### src/logic/ccs_map.vh
// constants for the charge cycle sequencer: mode codes, counts, current levels
// assumes inclusion by bare name from the sequencer files
`ifndef CCS_MAP_VH
`define CCS_MAP_VH

// one-hot mode codes
`define CCS_ST_OFF      5'h01
`define CCS_ST_TRICKLE  5'h02
`define CCS_ST_CC       5'h04
`define CCS_ST_CV       5'h08
`define CCS_ST_IDLE     5'h10

// oscillator-cycle counts
`define CCS_QUAL_CYCLES 5'h0F
`define CCS_EOC_BLANK   5'h10

// commanded current, percent of programmed current
`define CCS_I_FULL      7'h64
`define CCS_I_TRICKLE   7'h0A
`define CCS_I_FOLD      7'h32
`define CCS_I_ZERO      7'h00

// reset values
`define CCS_RST_CNT     5'h00
`define CCS_RST_SYNC    6'h00

`endif

### src/logic/ccs_charge_cycle_sequencer.v
// charge cycle sequencer: trickle, constant current, constant voltage, status latch
// assumes clk_i is the internal oscillator, sys_rst_i is the power-on comparator
//
// Notes on behaviour
// - each charge cycle starts in trickle at 10 percent current
// - trickle ends after 15 consecutive oscillator cycles above minimum level
// - after trickle, constant current then constant voltage regulation
// - status pin pulled low from cycle start until end of charge qualifies
// - end of charge needs battery above recharge level and current below eoc level
// - on end of charge status is released high and latched
// - latch cleared by recharge start, enable toggle, or power cycle
// - after end of charge, battery below recharge level restarts charging and pulls status low
// - power-on clears counters and latch, holds off with status released until enable is seen
// - power-present output active only while supply above power-on level
// - over-temperature reduces commanded charge current
// - minimum level dropping during qualification restarts the count
// - low current ignored for 16 cycles after battery exceeds recharge level
// - enable released from low starts new cycle; enable low disables
// - switch to constant voltage when final charge voltage reached
`timescale 1ns/1ps
`default_nettype none
`include "ccs_map.vh"
module ccs_charge_cycle_sequencer (
  input  wire       clk_i,
  input  wire       sys_rst_i,
  input  wire       ce_i,
  input  wire       enable_i,
  input  wire       above_min_fast_charge_level_i,
  input  wire       above_recharge_level_i,
  input  wire       below_eoc_current_level_i,
  input  wire       at_final_charge_voltage_i,
  input  wire       die_over_temp_i,
  input  wire       supply_above_por_i,
  output reg        power_present_out_o,
  output reg        status_out_o,
  output reg        status_oe_o,
  output reg  [6:0] charge_current_pct_o,
  output reg        mode_trickle_o,
  output reg        mode_cc_o,
  output reg        mode_cv_o,
  output reg        eoc_latched_o
);

  // ****************************************************************
  // flag synchronisation
  // ****************************************************************
  wire [5:0] flags_s;
  wire       min_s;
  wire       rechg_s;
  wire       ilow_s;
  wire       vch_s;
  wire       hot_s;
  wire       en_s;

  ccs_sync #(
    .WIDTH (6)
  ) u_sync (
    .clk_i     (clk_i),
    .sys_rst_i (sys_rst_i),
    .ce_i      (ce_i),
    .async_i   ({enable_i, die_over_temp_i, at_final_charge_voltage_i,
                 below_eoc_current_level_i, above_recharge_level_i,
                 above_min_fast_charge_level_i}),
    .sync_o    (flags_s)
  );

  assign min_s   = flags_s[0];
  assign rechg_s = flags_s[1];
  assign ilow_s  = flags_s[2];
  assign vch_s   = flags_s[3];
  assign hot_s   = flags_s[4];
  assign en_s    = flags_s[5];

  // ****************************************************************
  // sequencing state
  // ****************************************************************
  reg  [4:0] state_ff;
  reg  [4:0] nxt_state;
  reg  [4:0] qual_cnt_ff;
  reg  [4:0] nxt_qual_cnt;
  reg  [4:0] blank_cnt_ff;
  reg  [4:0] nxt_blank_cnt;
  reg        eoc_ff;
  reg        nxt_eoc;
  reg        en_d_ff;
  reg        rechg_d_ff;
  wire       en_rise;
  wire       rechg_fall;
  wire       blank_done;

  assign en_rise    = en_s & ~en_d_ff;
  assign rechg_fall = rechg_d_ff & ~rechg_s;
  assign blank_done = (blank_cnt_ff == `CCS_EOC_BLANK);

  always @*
  begin
    nxt_state     = state_ff;
    nxt_qual_cnt  = qual_cnt_ff;
    nxt_blank_cnt = blank_cnt_ff;
    nxt_eoc       = eoc_ff;
    // blanking count restarts whenever battery is below recharge level
    if (!rechg_s)
      nxt_blank_cnt = `CCS_RST_CNT;
    else if (!blank_done)
      nxt_blank_cnt = blank_cnt_ff + 5'h01;
    case (state_ff)
      `CCS_ST_OFF:
      begin
        nxt_eoc      = 1'b0;
        nxt_qual_cnt = `CCS_RST_CNT;
        if (en_s)
          nxt_state = `CCS_ST_TRICKLE;
      end
      `CCS_ST_TRICKLE:
      begin
        if (!min_s)
          nxt_qual_cnt = `CCS_RST_CNT;
        else if (qual_cnt_ff == `CCS_QUAL_CYCLES - 5'h01)
        begin
          nxt_qual_cnt = `CCS_RST_CNT;
          nxt_state    = `CCS_ST_CC;
        end
        else
          nxt_qual_cnt = qual_cnt_ff + 5'h01;
      end
      `CCS_ST_CC:
      begin
        if (vch_s)
          nxt_state = `CCS_ST_CV;
      end
      `CCS_ST_CV:
      begin
        // regulation continues after end of charge
        if (rechg_s && ilow_s && blank_done)
          nxt_eoc = 1'b1;
      end
      default:
        nxt_state = `CCS_ST_OFF;
    endcase
    // recharge: battery falls below recharge level after charge completed
    if (eoc_ff && rechg_fall && state_ff != `CCS_ST_OFF)
    begin
      nxt_eoc      = 1'b0;
      nxt_qual_cnt = `CCS_RST_CNT;
      nxt_state    = `CCS_ST_TRICKLE;
    end
    if (en_rise)
    begin
      nxt_eoc      = 1'b0;
      nxt_qual_cnt = `CCS_RST_CNT;
      nxt_state    = `CCS_ST_TRICKLE;
    end
    if (!en_s)
    begin
      nxt_state = `CCS_ST_OFF;
      nxt_eoc   = 1'b0;
    end
  end

  always @(posedge clk_i)
  begin
    if (sys_rst_i)
    begin
      // power-on starts a fresh cycle once enable is seen
      state_ff     <= `CCS_ST_OFF;
      qual_cnt_ff  <= `CCS_RST_CNT;
      blank_cnt_ff <= `CCS_RST_CNT;
      eoc_ff       <= 1'b0;
      en_d_ff      <= 1'b0;
      rechg_d_ff   <= 1'b0;
    end
    else if (ce_i)
    begin
      state_ff     <= nxt_state;
      qual_cnt_ff  <= nxt_qual_cnt;
      blank_cnt_ff <= nxt_blank_cnt;
      eoc_ff       <= nxt_eoc;
      en_d_ff      <= en_s;
      rechg_d_ff   <= rechg_s;
    end
  end

  // ****************************************************************
  // registered outputs
  // ****************************************************************
  function [6:0] cur_pct;
    input [4:0] st;
    input       hot;
    reg   [6:0] base;
    begin
      base = `CCS_I_ZERO;
      case (st)
        `CCS_ST_TRICKLE: base = `CCS_I_TRICKLE;
        `CCS_ST_CC:      base = `CCS_I_FULL;
        `CCS_ST_CV:      base = `CCS_I_FULL;
        default:         base = `CCS_I_ZERO;
      endcase
      if (hot && base > `CCS_I_FOLD)
        base = `CCS_I_FOLD;
      else if (hot)
        base = {1'b0, base[6:1]};
      cur_pct = base;
    end
  endfunction

  always @(posedge clk_i)
  begin
    if (sys_rst_i)
    begin
      power_present_out_o  <= 1'b0;
      status_out_o         <= 1'b0;
      status_oe_o          <= 1'b0;
      charge_current_pct_o <= `CCS_I_ZERO;
      mode_trickle_o       <= 1'b0;
      mode_cc_o            <= 1'b0;
      mode_cv_o            <= 1'b0;
      eoc_latched_o        <= 1'b0;
    end
    else if (ce_i)
    begin
      power_present_out_o  <= supply_above_por_i;
      status_out_o         <= 1'b0;
      // pulled low while charging and not yet end of charge
      status_oe_o          <= (nxt_state != `CCS_ST_OFF) && !nxt_eoc;
      charge_current_pct_o <= cur_pct(nxt_state, hot_s);
      mode_trickle_o       <= (nxt_state == `CCS_ST_TRICKLE);
      mode_cc_o            <= (nxt_state == `CCS_ST_CC);
      mode_cv_o            <= (nxt_state == `CCS_ST_CV);
      eoc_latched_o        <= nxt_eoc;
    end
  end

endmodule
`default_nettype wire

### src/logic/ccs_sync.v
// two-stage synchroniser bank for the comparator flags
// assumes flags are asynchronous levels from analog comparators
`timescale 1ns/1ps
`default_nettype none
module ccs_sync #(
  parameter WIDTH = 6
) (
  input  wire             clk_i,
  input  wire             sys_rst_i,
  input  wire             ce_i,
  input  wire [WIDTH-1:0] async_i,
  output reg  [WIDTH-1:0] sync_o
);

  reg [WIDTH-1:0] meta_ff;

  genvar g;
  generate
    for (g = 0; g < WIDTH; g = g + 1)
    begin : g_bit
      always @(posedge clk_i)
      begin
        if (sys_rst_i)
        begin
          meta_ff[g] <= 1'b0;
          sync_o[g]  <= 1'b0;
        end
        else if (ce_i)
        begin
          meta_ff[g] <= async_i[g];
          sync_o[g]  <= meta_ff[g];
        end
      end
    end
  endgenerate

endmodule
`default_nettype wire

### config.mk
export PLATFORM = sky130hd
export DESIGN_NAME = ccs_charge_cycle_sequencer
export DESIGN_NICKNAME = d
export VERILOG_FILES = /design/src/logic/ccs_charge_cycle_sequencer.v /design/src/logic/ccs_sync.v
export VERILOG_INCLUDE_DIRS = /design/src /design/src/logic
export SDC_FILE = /design/constraint.sdc
export NUM_CORES = 1
export LEC_CHECK = 0
export BUFFER_PORTS_ARGS = -buffer_cell sky130_fd_sc_hd__buf_2
export CAP_MARGIN = 40
export CELL_PAD_IN_SITES_DETAIL_PLACEMENT = 0
export CELL_PAD_IN_SITES_GLOBAL_PLACEMENT = 2
export CORE_MARGIN = 3
export CORE_UTILIZATION = 37
export DETAILED_ROUTE_END_ITERATION = 8
export PLACE_DENSITY_LB_ADDON = 0.1
export SYNTH_ARGS = -nofsm -noshare
export SYNTH_HDL_FRONTEND = slang
export SYNTH_SLANG_ARGS = --single-unit
### constraint.sdc
create_clock -name clk_i -period 4.7 [get_ports clk_i]
set_clock_uncertainty 0.05 [all_clocks]
set_input_delay 0.47 -clock clk_i [delete_from_list [all_inputs] [get_ports clk_i]]
set_output_delay 0.47 -clock clk_i [all_outputs]
set_load 0.02 [all_outputs]
==> flow_summary.yaml, run 1 <==
global_route:
  grt_pass1_vias: 1440
  track_usage: 0.138
  antenna_found_initial: 0
  grt-ovfl-total: 0
  grt_max_degree: 37
  grt_pass1_wl_um: 6800
timing:
  rsz0062_at_grt: "false"
  fin_crit_sh: 0.527
  worst_slew_pin_slew_ns: 0.681
  min_period_ns: 2.48
  slew_violations: 0
  fin_setup_tns_ns: 0
  hold_violations: 0
  setup_viol: 0
  max_freq_mhz: 404
  slew_headroom: 0.546
layout:
  drive_gt1_frac: 0.150
  num_antenna_cells: 0
  utilization: 0.442
  areaGrowthSynthToFinish_pct: 11.7
  layout.nets: 247
detailed_routing:
  drtAntennaViolNets: 0
  dr.first_iter.drc_count: 51
  drt_first_pass_iters: 4
  drc: 0
  vias_per_cell: 5.20
  routed_wirelength_um: 4020
  wl_per_cell_um: 13.4
  num_vias: 1566
synth:
  synth_adder_area_share: 0.0259
  synth_common_cells: "dfxtp_1, nor2_1, nand2_1"
  synth_edf_count: 0
  syn_inst: 215
  synthSimpleGateAreaFrac: 0.223
  netlist_area_mm2: 0.00193
  netlist_top_cells_area: "dfxtp_1, mux2i_1, nor2_1, a21oi_1, nand2_1"
  ys.flop_type: "dfxtp_1"
  synth_top_area_frac: 0.435
  synth-xor-area-share: 0.0363
  synth_top_area_cell: "dfxtp_1"
  synth_seq_cells: 42
  syn_nets: 229
  avgSynthCellArea_um2: 8.99
  synthArstFlopShare: 0
  synth_compound_area_frac: 0.145
  synth.most_common_cell: "dfxtp_1"
  ys_seq_area_frac: 0.435
  yosysUniqueCellTypes: 50
  synth_mux_area_frac: 0.0829
  synth_top_family_by_area: "simple AND/OR/NAND/NOR gates"
  synth-warning-count: 0
worst_hold_path:
  hold_class: "input pin to flop"
  holdCritStartpoint: "above_min_fast_charge_level_i"
  hold_path_depth: 3
  min_to: "u_sync.meta_ff[0]"
setup_path:
  cp.arrival_ns: 2.64
  path_cells: "buf_2 -> clkinv_1 -> a2111oi_4 -> nand3_1 -> a31oi_1"
  r2r-end: "charge_current_pct_o[1]"
  worst-r2r-setup-slack_ns: 2.55
  crit_type: "input pin to flop"
  r2r_start: "state_ff[0]"
  crit_buf_inv: 2
  endpoint_kind: "flop"
  reg2reg_depth: 5
  cp_max_fo: 30
  crit_cells: 5
  cp_top_family: "buffers and inverters"
  worst_setup_path_start_kind: "input pin"
  critPathMaxStageDelay_ns: 0.65
  required_ns: 4.86
  slowest_stage: "clkinv_1"
die:
  row_count: 25
  ios: 24
  core_mm2: 0.00488
  die_h_um: 78.3
  start_util: 0.396
  die_area_mm2: 0.00612
  die_w_um: 78.3
clock_network:
  cts_tree: "yes"
  cts_sinks: 42
  clockRootBuffer: "clkbuf_8"
  cts_resized: 0
  htree_levels: 2
  clock_path_buffers: 2
  cts_setup_buffers: 0
  cts_hold_buf: 0
  cts_made_buffers: 5
  clk_latency_ns: 0.29
  clk_transition_reported_paths_ns: 0.08
status:
  status: "finished clean"
power_and_ir_drop:
  leakage_uw: 0.000858
  vdd_drop_max_v: 0.000156
  power_uw: 665
  power_density_mw_per_mm2: 308
job:
  maxCapViolCount: 0
place:
  numPortBuffers: 22
  place.gp.congestion: 0.747
  dp_hpwl_um: 2890
-- final cells by class --
class	count	area [um2]
tap	67	83.8
fill	487	2720
multi-input combinational	153	995
clock buffer	6	82.6
inverter	9	33.8
timing repair buffer	22	110
clock inverter	2	12.5
sequential	42	841
-- routing by layer --
layer  track usage  share of wire  vias to the layer above
li1              -              -                      784
met1         0.186           0.48                      741
met2         0.217           0.46                       35
met3        0.0356          0.043                        6
met4        0.0437          0.014                        0
met5             0              0                        -
-- cells by family (layout without fill, tap and decap cells) --
logic type | Yosys count | after routing
adder cells (fa/ha/maj) | 4 | 4
multiplexers | 16 | 16
AND/OR/NAND/NOR | 84 | 84
AO/OA/AOI/OAI | 40 | 40
XOR/XNOR | 8 | 8
other | 1 | 1
buffers and inverters | 20 | 39
flip-flops | 42 | 42
-- state kept, by name, indices dropped and copies added, names as in the netlist --
signal                flops
state_ff                  5
eoc_latched_o             1
mode_trickle_o            1
status_oe_o               1
u_sync.sync_o             6
charge_current_pct_o      7
power_present_out_o       1
mode_cc_o                 1
en_d_ff                   1
mode_cv_o                 1
qual_cnt_ff               5
rechg_d_ff                1
u_sync.meta_ff            6
blank_cnt_ff              5
-- layout by cell type, fill, tap and decap left out, types with 2 or more instances in the layout --
cell type and n:
dfxtp_1 42, nor2_1 30, buf_2 22, nand2_1 21, a21oi_1 17, mux2i_1 16, inv_1 8, nand3_1 6
clkbuf_8 6, xor2_1 5, nand4_1 5, o21ai_0 4, nand3b_1 4, ha_1 4, xnor2_1 3, and3b_1 3
or4b_1 2, or2b_1 2, nor3_1 2, a21o_1 2, a211o_1 2, a31oi_1 2
-- worst reg2reg max path: cells and delay by family (launching register included) --
| family | cells | cell delay, ns |
|---|---|---|
| AOI/OAI and AO/OA | 3 | 1.03 |
| and+or+nand+nor | 2 | 0.50 |
| DFF | 1 | 0.49 |
-- through the flow --
step / cells / area [um2] / hold WS (ns) / worst slack, ns
2_1_floorplan: 215 / 1930 / 0.377 / 2.80
3_3_place_gp: 293 / 2060 / 0.399 / 2.00
3_5_place_dp: 293 / 2060 / 0.400 / 1.89
4_1_cts: 301 / 2160 / 0.355 / 2.20
5_1_grt: 301 / 2160 / 0.375 / 1.97
6_report: 301 / 2160 / 0.363 / 2.22
-- report_power, final --
| part | switching [uW] | internal [uW] | leakage [uW] |
|---|---|---|---|
| Combinational | 33.0 | 20.3 | 0.000470 |
| Sequential | 7.48 | 364 | 0.000341 |
| Clock | 122 | 118 | 0.0000472 |
-- worst max path at each step --
| stage | endpoint | startpoint | slack (ns) |
|---|---|---|---|
| after global routing | state_ff[3] | ce_i | 1.97 |
| after CTS | charge_current_pct_o[2] | ce_i | 2.20 |
| after floorplan | charge_current_pct_o[2] | state_ff[2] | 2.80 |
| after global placement | charge_current_pct_o[1] | ce_i | 2.00 |
| after detailed placement | charge_current_pct_o[2] | ce_i | 1.89 |
| final | charge_current_pct_o[1] | ce_i | 2.22 |
(Power assumes the default switching activity.)
==> run 2: changes to the inputs <==
Settings changed: ABC_AREA from default to 1, CORE_UTILIZATION 37 to 32.
Clock period 4.7 ns to 2.55 ns, I/O delays scaled along.
==> run 2 against run 1 <==
  * Worst hold slack lost 0.26 ns
  * Global-route usage is essentially flat
  * Clock-buffer cell count shrank 1
  * Sequential cell count is the same
  * Sequential power grew 87%
  * Worst setup slack lost 1.3 ns
  * Largest power group unchanged
==> flow_summary.yaml, run 2 <==
clock_network:
  cts_sinks: 42
  clk_latency_ns: 0.30
  cts_hold_buf: 0
  clk_transition_reported_paths_ns: 0.09
  clockRootBuffer: "clkbuf_8"
  cts_setup_buffers: 0
  clock_path_buffers: 2
  htree_levels: 2
  cts_resized: 0
  cts_made_buffers: 5
  cts_tree: "yes"
layout:
  layout_commonest_cell: "nand2_1"
  largest-register: "charge_current_pct_o"
  drive_gt1_frac: 0.178
  areaGrowthSynthToFinish_pct: 13.3
  mostFrequentLayoutCells: "nand2_1, dfxtp_1, inv_1"
  top_regs: "charge_current_pct_o x7, u_sync.meta_ff x6, u_sync.sync_o x6"
  largest_reg_flops: 7
  layout.nets: 299
  num_antenna_cells: 0
job:
  maxCapViolCount: 0
place:
  numPortBuffers: 22
  place.gp.congestion: 0.749
  dp_hpwl_um: 3400
setup_path:
  r2r_start: "blank_cnt_ff[0]"
  startpoint: "blank_cnt_ff[0]"
  r2r-end: "blank_cnt_ff[3]"
  critPathMaxStageDelay_ns: 0.38
  worst-r2r-setup-slack_ns: 0.92
  required_ns: 2.69
  worst_setup_path_start_kind: "flop"
  path_cells: "inv_1 -> ha_1 -> inv_1 -> nor3_1 -> nand3_1 -> nand2_1 -> nor2_1 -> nand3_1 -> o21ai_0 -> nor2_1"
  slowest_stage: "dfxtp_1"
  reg2reg_depth: 10
  cp_max_fo: 3
  crit_type: "flop to flop"
  endpoint_kind: "flop"
  cp.arrival_ns: 1.77
synth:
  synth-warning-count: 0
  synth_compound_area_frac: 0.150
  netlist_area_mm2: 0.00194
  synth-xor-area-share: 0.00451
  syn_nets: 277
  synthArstFlopShare: 0
  synth_top_area_frac: 0.433
  ys_seq_area_frac: 0.433
  synth_seq_cells: 42
  synth_mux_area_frac: 0
  yosysUniqueCellTypes: 32
  synth_top_family_by_area: "simple AND/OR/NAND/NOR gates"
  synth_common_cells: "nand2_1, dfxtp_1, inv_1"
  netlist_top_cells_area: "dfxtp_1, nand2_1, inv_1, o21ai_0, a21oi_1"
  ys.flop_type: "dfxtp_1"
  synth_top_area_cell: "dfxtp_1"
  synth.most_common_cell: "nand2_1"
  synth_edf_count: 0
  synthSimpleGateAreaFrac: 0.294
  syn_inst: 263
  avgSynthCellArea_um2: 7.38
  synth_adder_area_share: 0.0258
die:
  die_h_um: 83.9
  start_util: 0.342
  row_count: 27
  die_area_mm2: 0.00704
  die_w_um: 83.9
  ios: 24
  core_mm2: 0.00568
timing:
  fin_setup_tns_ns: 0
  slew_violations: 0
  fin_crit_sh: 0.638
  max_freq_mhz: 614
  min_period_ns: 1.63
  holdWs_ns: 0.102
  setup_viol: 0
  hold_violations: 0
  worst_slew_pin_slew_ns: 0.756
  rsz0062_at_grt: "false"
  slew_headroom: 0.494
worst_hold_path:
  hold_path_depth: 3
  min_to: "u_sync.meta_ff[3]"
  holdCritStartpoint: "at_final_charge_voltage_i"
  hold_class: "input pin to flop"
global_route:
  grt_max_degree: 27
  grt-ovfl-total: 0
  grt_pass1_wl_um: 7900
  track_usage: 0.138
  grt_pass1_vias: 1665
  antenna_found_initial: 0
power_and_ir_drop:
  pwr-share-comb: 0.096
  vdd_drop_max_v: 0.000279
  p_seq_frac: 0.549
  p_int_uw: 914
  p_switching_uw: 351
  switching_share: 0.277
  clockPowerShare: 0.355
  leakage_uw: 0.000946
  power_density_mw_per_mm2: 575
detailed_routing:
  drc: 0
  routed_wirelength_um: 4500
  wl_per_cell_um: 12.6
  drt_first_pass_iters: 4
  dr.first_iter.drc_count: 106
  vias_per_cell: 4.67
  num_vias: 1673
  drtAntennaViolNets: 0
status:
  status: "finished clean"
[run 2: cell count changes in the layout (fill, tap and decap cells not counted), moves of 5 or more]
cell	before	now
nand3_1	6	17
nand4_1	5	10
nand2_1	21	51
inv_2	0	6
o21ai_0	4	21
nor2_1	30	23
mux2i_1	16	0
inv_1	8	31
[run 2: final cells by class]
class / count / area, um2
fill: 633 / 3480
multi-input combinational: 177 / 926
sequential: 42 / 841
inverter: 37 / 139
timing repair buffer: 22 / 110
tap: 72 / 90.1
clock buffer: 5 / 68.8
clock inverter: 3 / 25.0
[run 2: logic make-up (layout without fill, tap and decap cells)]
group / after synthesis / after routing
other cells: 1 / 1
compound gates: 53 / 53
flops: 42 / 42
xor+xnor: 1 / 1
buf+inv: 44 / 67
simple gates: 118 / 118
fa+ha+maj: 4 / 4
[run 2: power by group through the flow]
stage | clock network [uW] | logic [uW] | registers (uW)
floorplan | 0 | 88.3 | 711
global placement | 0 | 124 | 710
detailed placement | 0 | 125 | 710
CTS | 471 | 125 | 694
global route | 494 | 141 | 698
finish | 448 | 122 | 694
[run 2: worst max-delay path by stage]
stage | to | slack (ns) | depth (start not counted)
finish | blank_cnt_ff[3] | 0.92 | 10
global route | qual_cnt_ff[0] | 0.72 | 8
CTS | charge_current_pct_o[1] | 0.90 | 12
detailed placement | u_sync.meta_ff[5] | 0.67 | 4
global placement | en_d_ff | 0.73 | 4
floorplan | charge_current_pct_o[1] | 1.15 | 12
[run 2: per-stage QoR]
step	setup slack, ns	instance area [um2]	util	std cells	power, uW
after floorplan	1.15	1940	-	263	800
after global placement	0.731	2110	0.371	350	834
after detailed placement	0.668	2110	0.371	350	834
after CTS	0.901	2200	0.388	358	1290
after global routing	0.724	2200	0.388	358	1330
final	0.922	2200	0.388	358	1260
[run 2: critical path, delay by kind of cell (launching register included)]
family / cells / cell delay (ns)
buffers and inverters: 2 / 0.12
AOI/OAI and AO/OA: 1 / 0.18
adders and majority gates: 1 / 0.19
DFF: 1 / 0.38
and+or+nand+nor: 6 / 0.59
[run 2: layer usage]
| metal | track usage | part of all wire | up-vias |
|---|---|---|---|
| met2 | 0.211 | 0.42 | 24 |
| li1 | - | - | 900 |
| met3 | 0.0296 | 0.034 | 5 |
| met5 | 0 | 0 | - |
| met1 | 0.193 | 0.54 | 744 |
| met4 | 0.0439 | 0.014 | 0 |
==> run 3: changes to the inputs <==
Settings changed: ABC_AREA 1 to 0, CORE_UTILIZATION 32 to 35.
Clock period 2.55 ns to 1.56 ns, I/O delays scaled along.
==> run 3 against run 2 <==
  * Global-route usage rose by 2.0 points
  * Combinational power up 110%
  * Fmax decreased by 14%
  * Largest power group unchanged
  * Wire length rose by 4.6%
  * Sequential power increased by 60%
  * Critical endpoint is now charge_current_pct_o[1]
  * Critical path type unchanged
  * Clock power grew 65%
  * The run now ends with setup timing left
  * Cell area increased by 19%
  * Sequential share of layout area is 5.7 points lower
  * Clock-buffer cell count is 1 higher
  * Utilization up 11 points
  * Die area fell by 8.4%
  * Non-clock buffer count increased by 40
==> flow_summary.yaml, run 3 (synthesis gave the netlist of run 1 again) <==
place:
  place_inst: 333
  place.gp.congestion: 0.809
  dp_hpwl_um: 3400
  pre_cts_slack_ns: -0.312
  numPortBuffers: 22
  place_area_mm2: 0.00237
detailed_routing:
  drc: 0
  routed_wirelength_um: 4710
  num_vias: 1736
  drtAntennaViolNets: 0
  wl_per_cell_um: 13.7
  drt_first_pass_iters: 4
  dr.first_iter.drc_count: 64
  vias_per_cell: 5.05
global_route:
  grt_max_degree: 35
  grt_pass1_wl_um: 7960
  track_usage: 0.158
  grt_pass1_vias: 1668
  grt-ovfl-total: 0
  antenna_found_initial: 0
die:
  ios: 24
  die_area_mm2: 0.00645
  row_count: 26
  die_h_um: 80.3
  core_mm2: 0.00524
  start_util: 0.369
  die_w_um: 80.3
worst_hold_path:
  min_to: "u_sync.meta_ff[1]"
  holdCritStartpoint: "above_recharge_level_i"
  hold_class: "input pin to flop"
  hold_path_depth: 3
status:
  violations: "setup timing"
  status: "finished, violations left"
clock_network:
  clock_path_buffers: 2
  cts_sinks: 42
  cts_made_buffers: 5
  clockRootBuffer: "clkbuf_8"
  htree_levels: 2
  clk_transition_reported_paths_ns: 0.08
  cts_tree: "yes"
  cts_hold_buf: 0
  clk_latency_ns: 0.29
layout:
  drive_gt1_frac: 0.365
  fill_cells: 502
  top_regs: "charge_current_pct_o x7, u_sync.meta_ff x6, u_sync.sync_o x6"
  multi_input_area_mm2: 0.00113
  final_area_mm2: 0.00262
  layout_commonest_cell: "buf_4"
  instances_no_fill: 344
  mostFrequentLayoutCells: "buf_4, dfxtp_1, nor2_1"
  final-seq-area_um2: 852
  layout.nets: 287
  areaGrowthSynthToFinish_pct: 35.7
  largest-register: "charge_current_pct_o"
  num_antenna_cells: 0
  largest_reg_flops: 7
timing:
  hold_violations: 0
  fin_crit_sh: 1.22
  min_period_ns: 1.90
  max_freq_mhz: 528
  setup_viol: 20
  setup_slack_ns: -0.336
  rsz0062_at_grt: "true"
  slew_violations: 0
setup_path:
  endpoint_kind: "flop"
  r2r-end: "charge_current_pct_o[1]"
  cp_max_fo: 6
  worst_setup_path_start_kind: "flop"
  reg2reg_depth: 6
  worst-r2r-setup-slack_ns: -0.34
  cp.arrival_ns: 2.07
  r2r_start: "state_ff[0]"
  required_ns: 1.74
  crit_type: "flop to flop"
power_and_ir_drop:
  power_density_mw_per_mm2: 803
  leakage_uw: 0.00110
  vdd_drop_max_v: 0.000497
  power_uw: 2100
job:
  maxCapViolCount: 0
==> run 3: cell types whose count changed in the layout (fill, tap and decap cells not counted), sizes merged, moves of 5 or more <==
cell	change
nand2	-34
nand3b	+5
nand4	-5
nand3	-13
inv	-30
buf	+40
o21ai	-20
mux2i	+16
==> run 3: critical path: stages (launching register included) <==
cell and delay, ns:
dfxtp_4 0.37, or4b_1 0.53, o311a_4 0.16, buf_4 0.15, o22ai_4 0.24, nand3b_1 0.17
a31oi_1 0.17
==> run 3: final cells by class <==
cell class | instances | share of cell area
clock inverter | 2 | 0.00477
clock buffer | 6 | 0.0315
timing repair buffer | 62 | 0.161
tap | 70 | 0.0334
sequential | 42 | 0.325
inverter | 9 | 0.0129
multi-input combinational | 153 | 0.431
==> run 3: per-layer routing <==
layer  global-route usage  wire length, um  up-vias
met3               0.0370              157        6
met5                    0                0        -
met4               0.0473               55        0
met1                0.207             2210      831
li1                     -                -      871
met2                0.256             2280       28
==> run 3: how the worst max path moves through the flow <==
stage | startpoint | to | slack [ns] | cells past startpoint
detailed placement | state_ff[2] | state_ff[2] | -0.31 | 6
finish | state_ff[0] | charge_current_pct_o[1] | -0.34 | 6
global route | state_ff[2] | charge_current_pct_o[5] | -0.40 | 7
CTS | state_ff[0] | charge_current_pct_o[2] | -0.30 | 6
floorplan | state_ff[2] | charge_current_pct_o[2] | -0.29 | 6
global placement | state_ff[2] | charge_current_pct_o[1] | -0.28 | 6
==> run 3: what timing repair did <==
item	in CTS	in global routing
hold endpoints to repair	0	0
buffers inserted	0	3
cloned	0	0
resized for setup	12	22
endpoints found under the setup margin	21	21
pin swaps	4	6
==> run 3: where the power goes <==
| group | leakage (uW) | total (uW) | switching [uW] | internal [uW] |
|---|---|---|---|---|
| Sequential | 0.000343 | 1110 | 18.4 | 1100 |
| Clock | 0.0000472 | 737 | 381 | 356 |
| Combinational | 0.000713 | 254 | 134 | 120 |
| Total | 0.00110 | 2100 | 533 | 1570 |
==> run 3: stage by stage <==
stage	hold slack, ns	TNS, ns	util
2_1_floorplan	0.253	-2.69	-
3_3_place_gp	0.340	-3.99	0.453
3_5_place_dp	0.351	-4.86	0.453
4_1_cts	0.0365	-4.51	0.481
5_1_grt	0.0693	-6.07	0.500
6_report	0.0487	-4.66	0.500
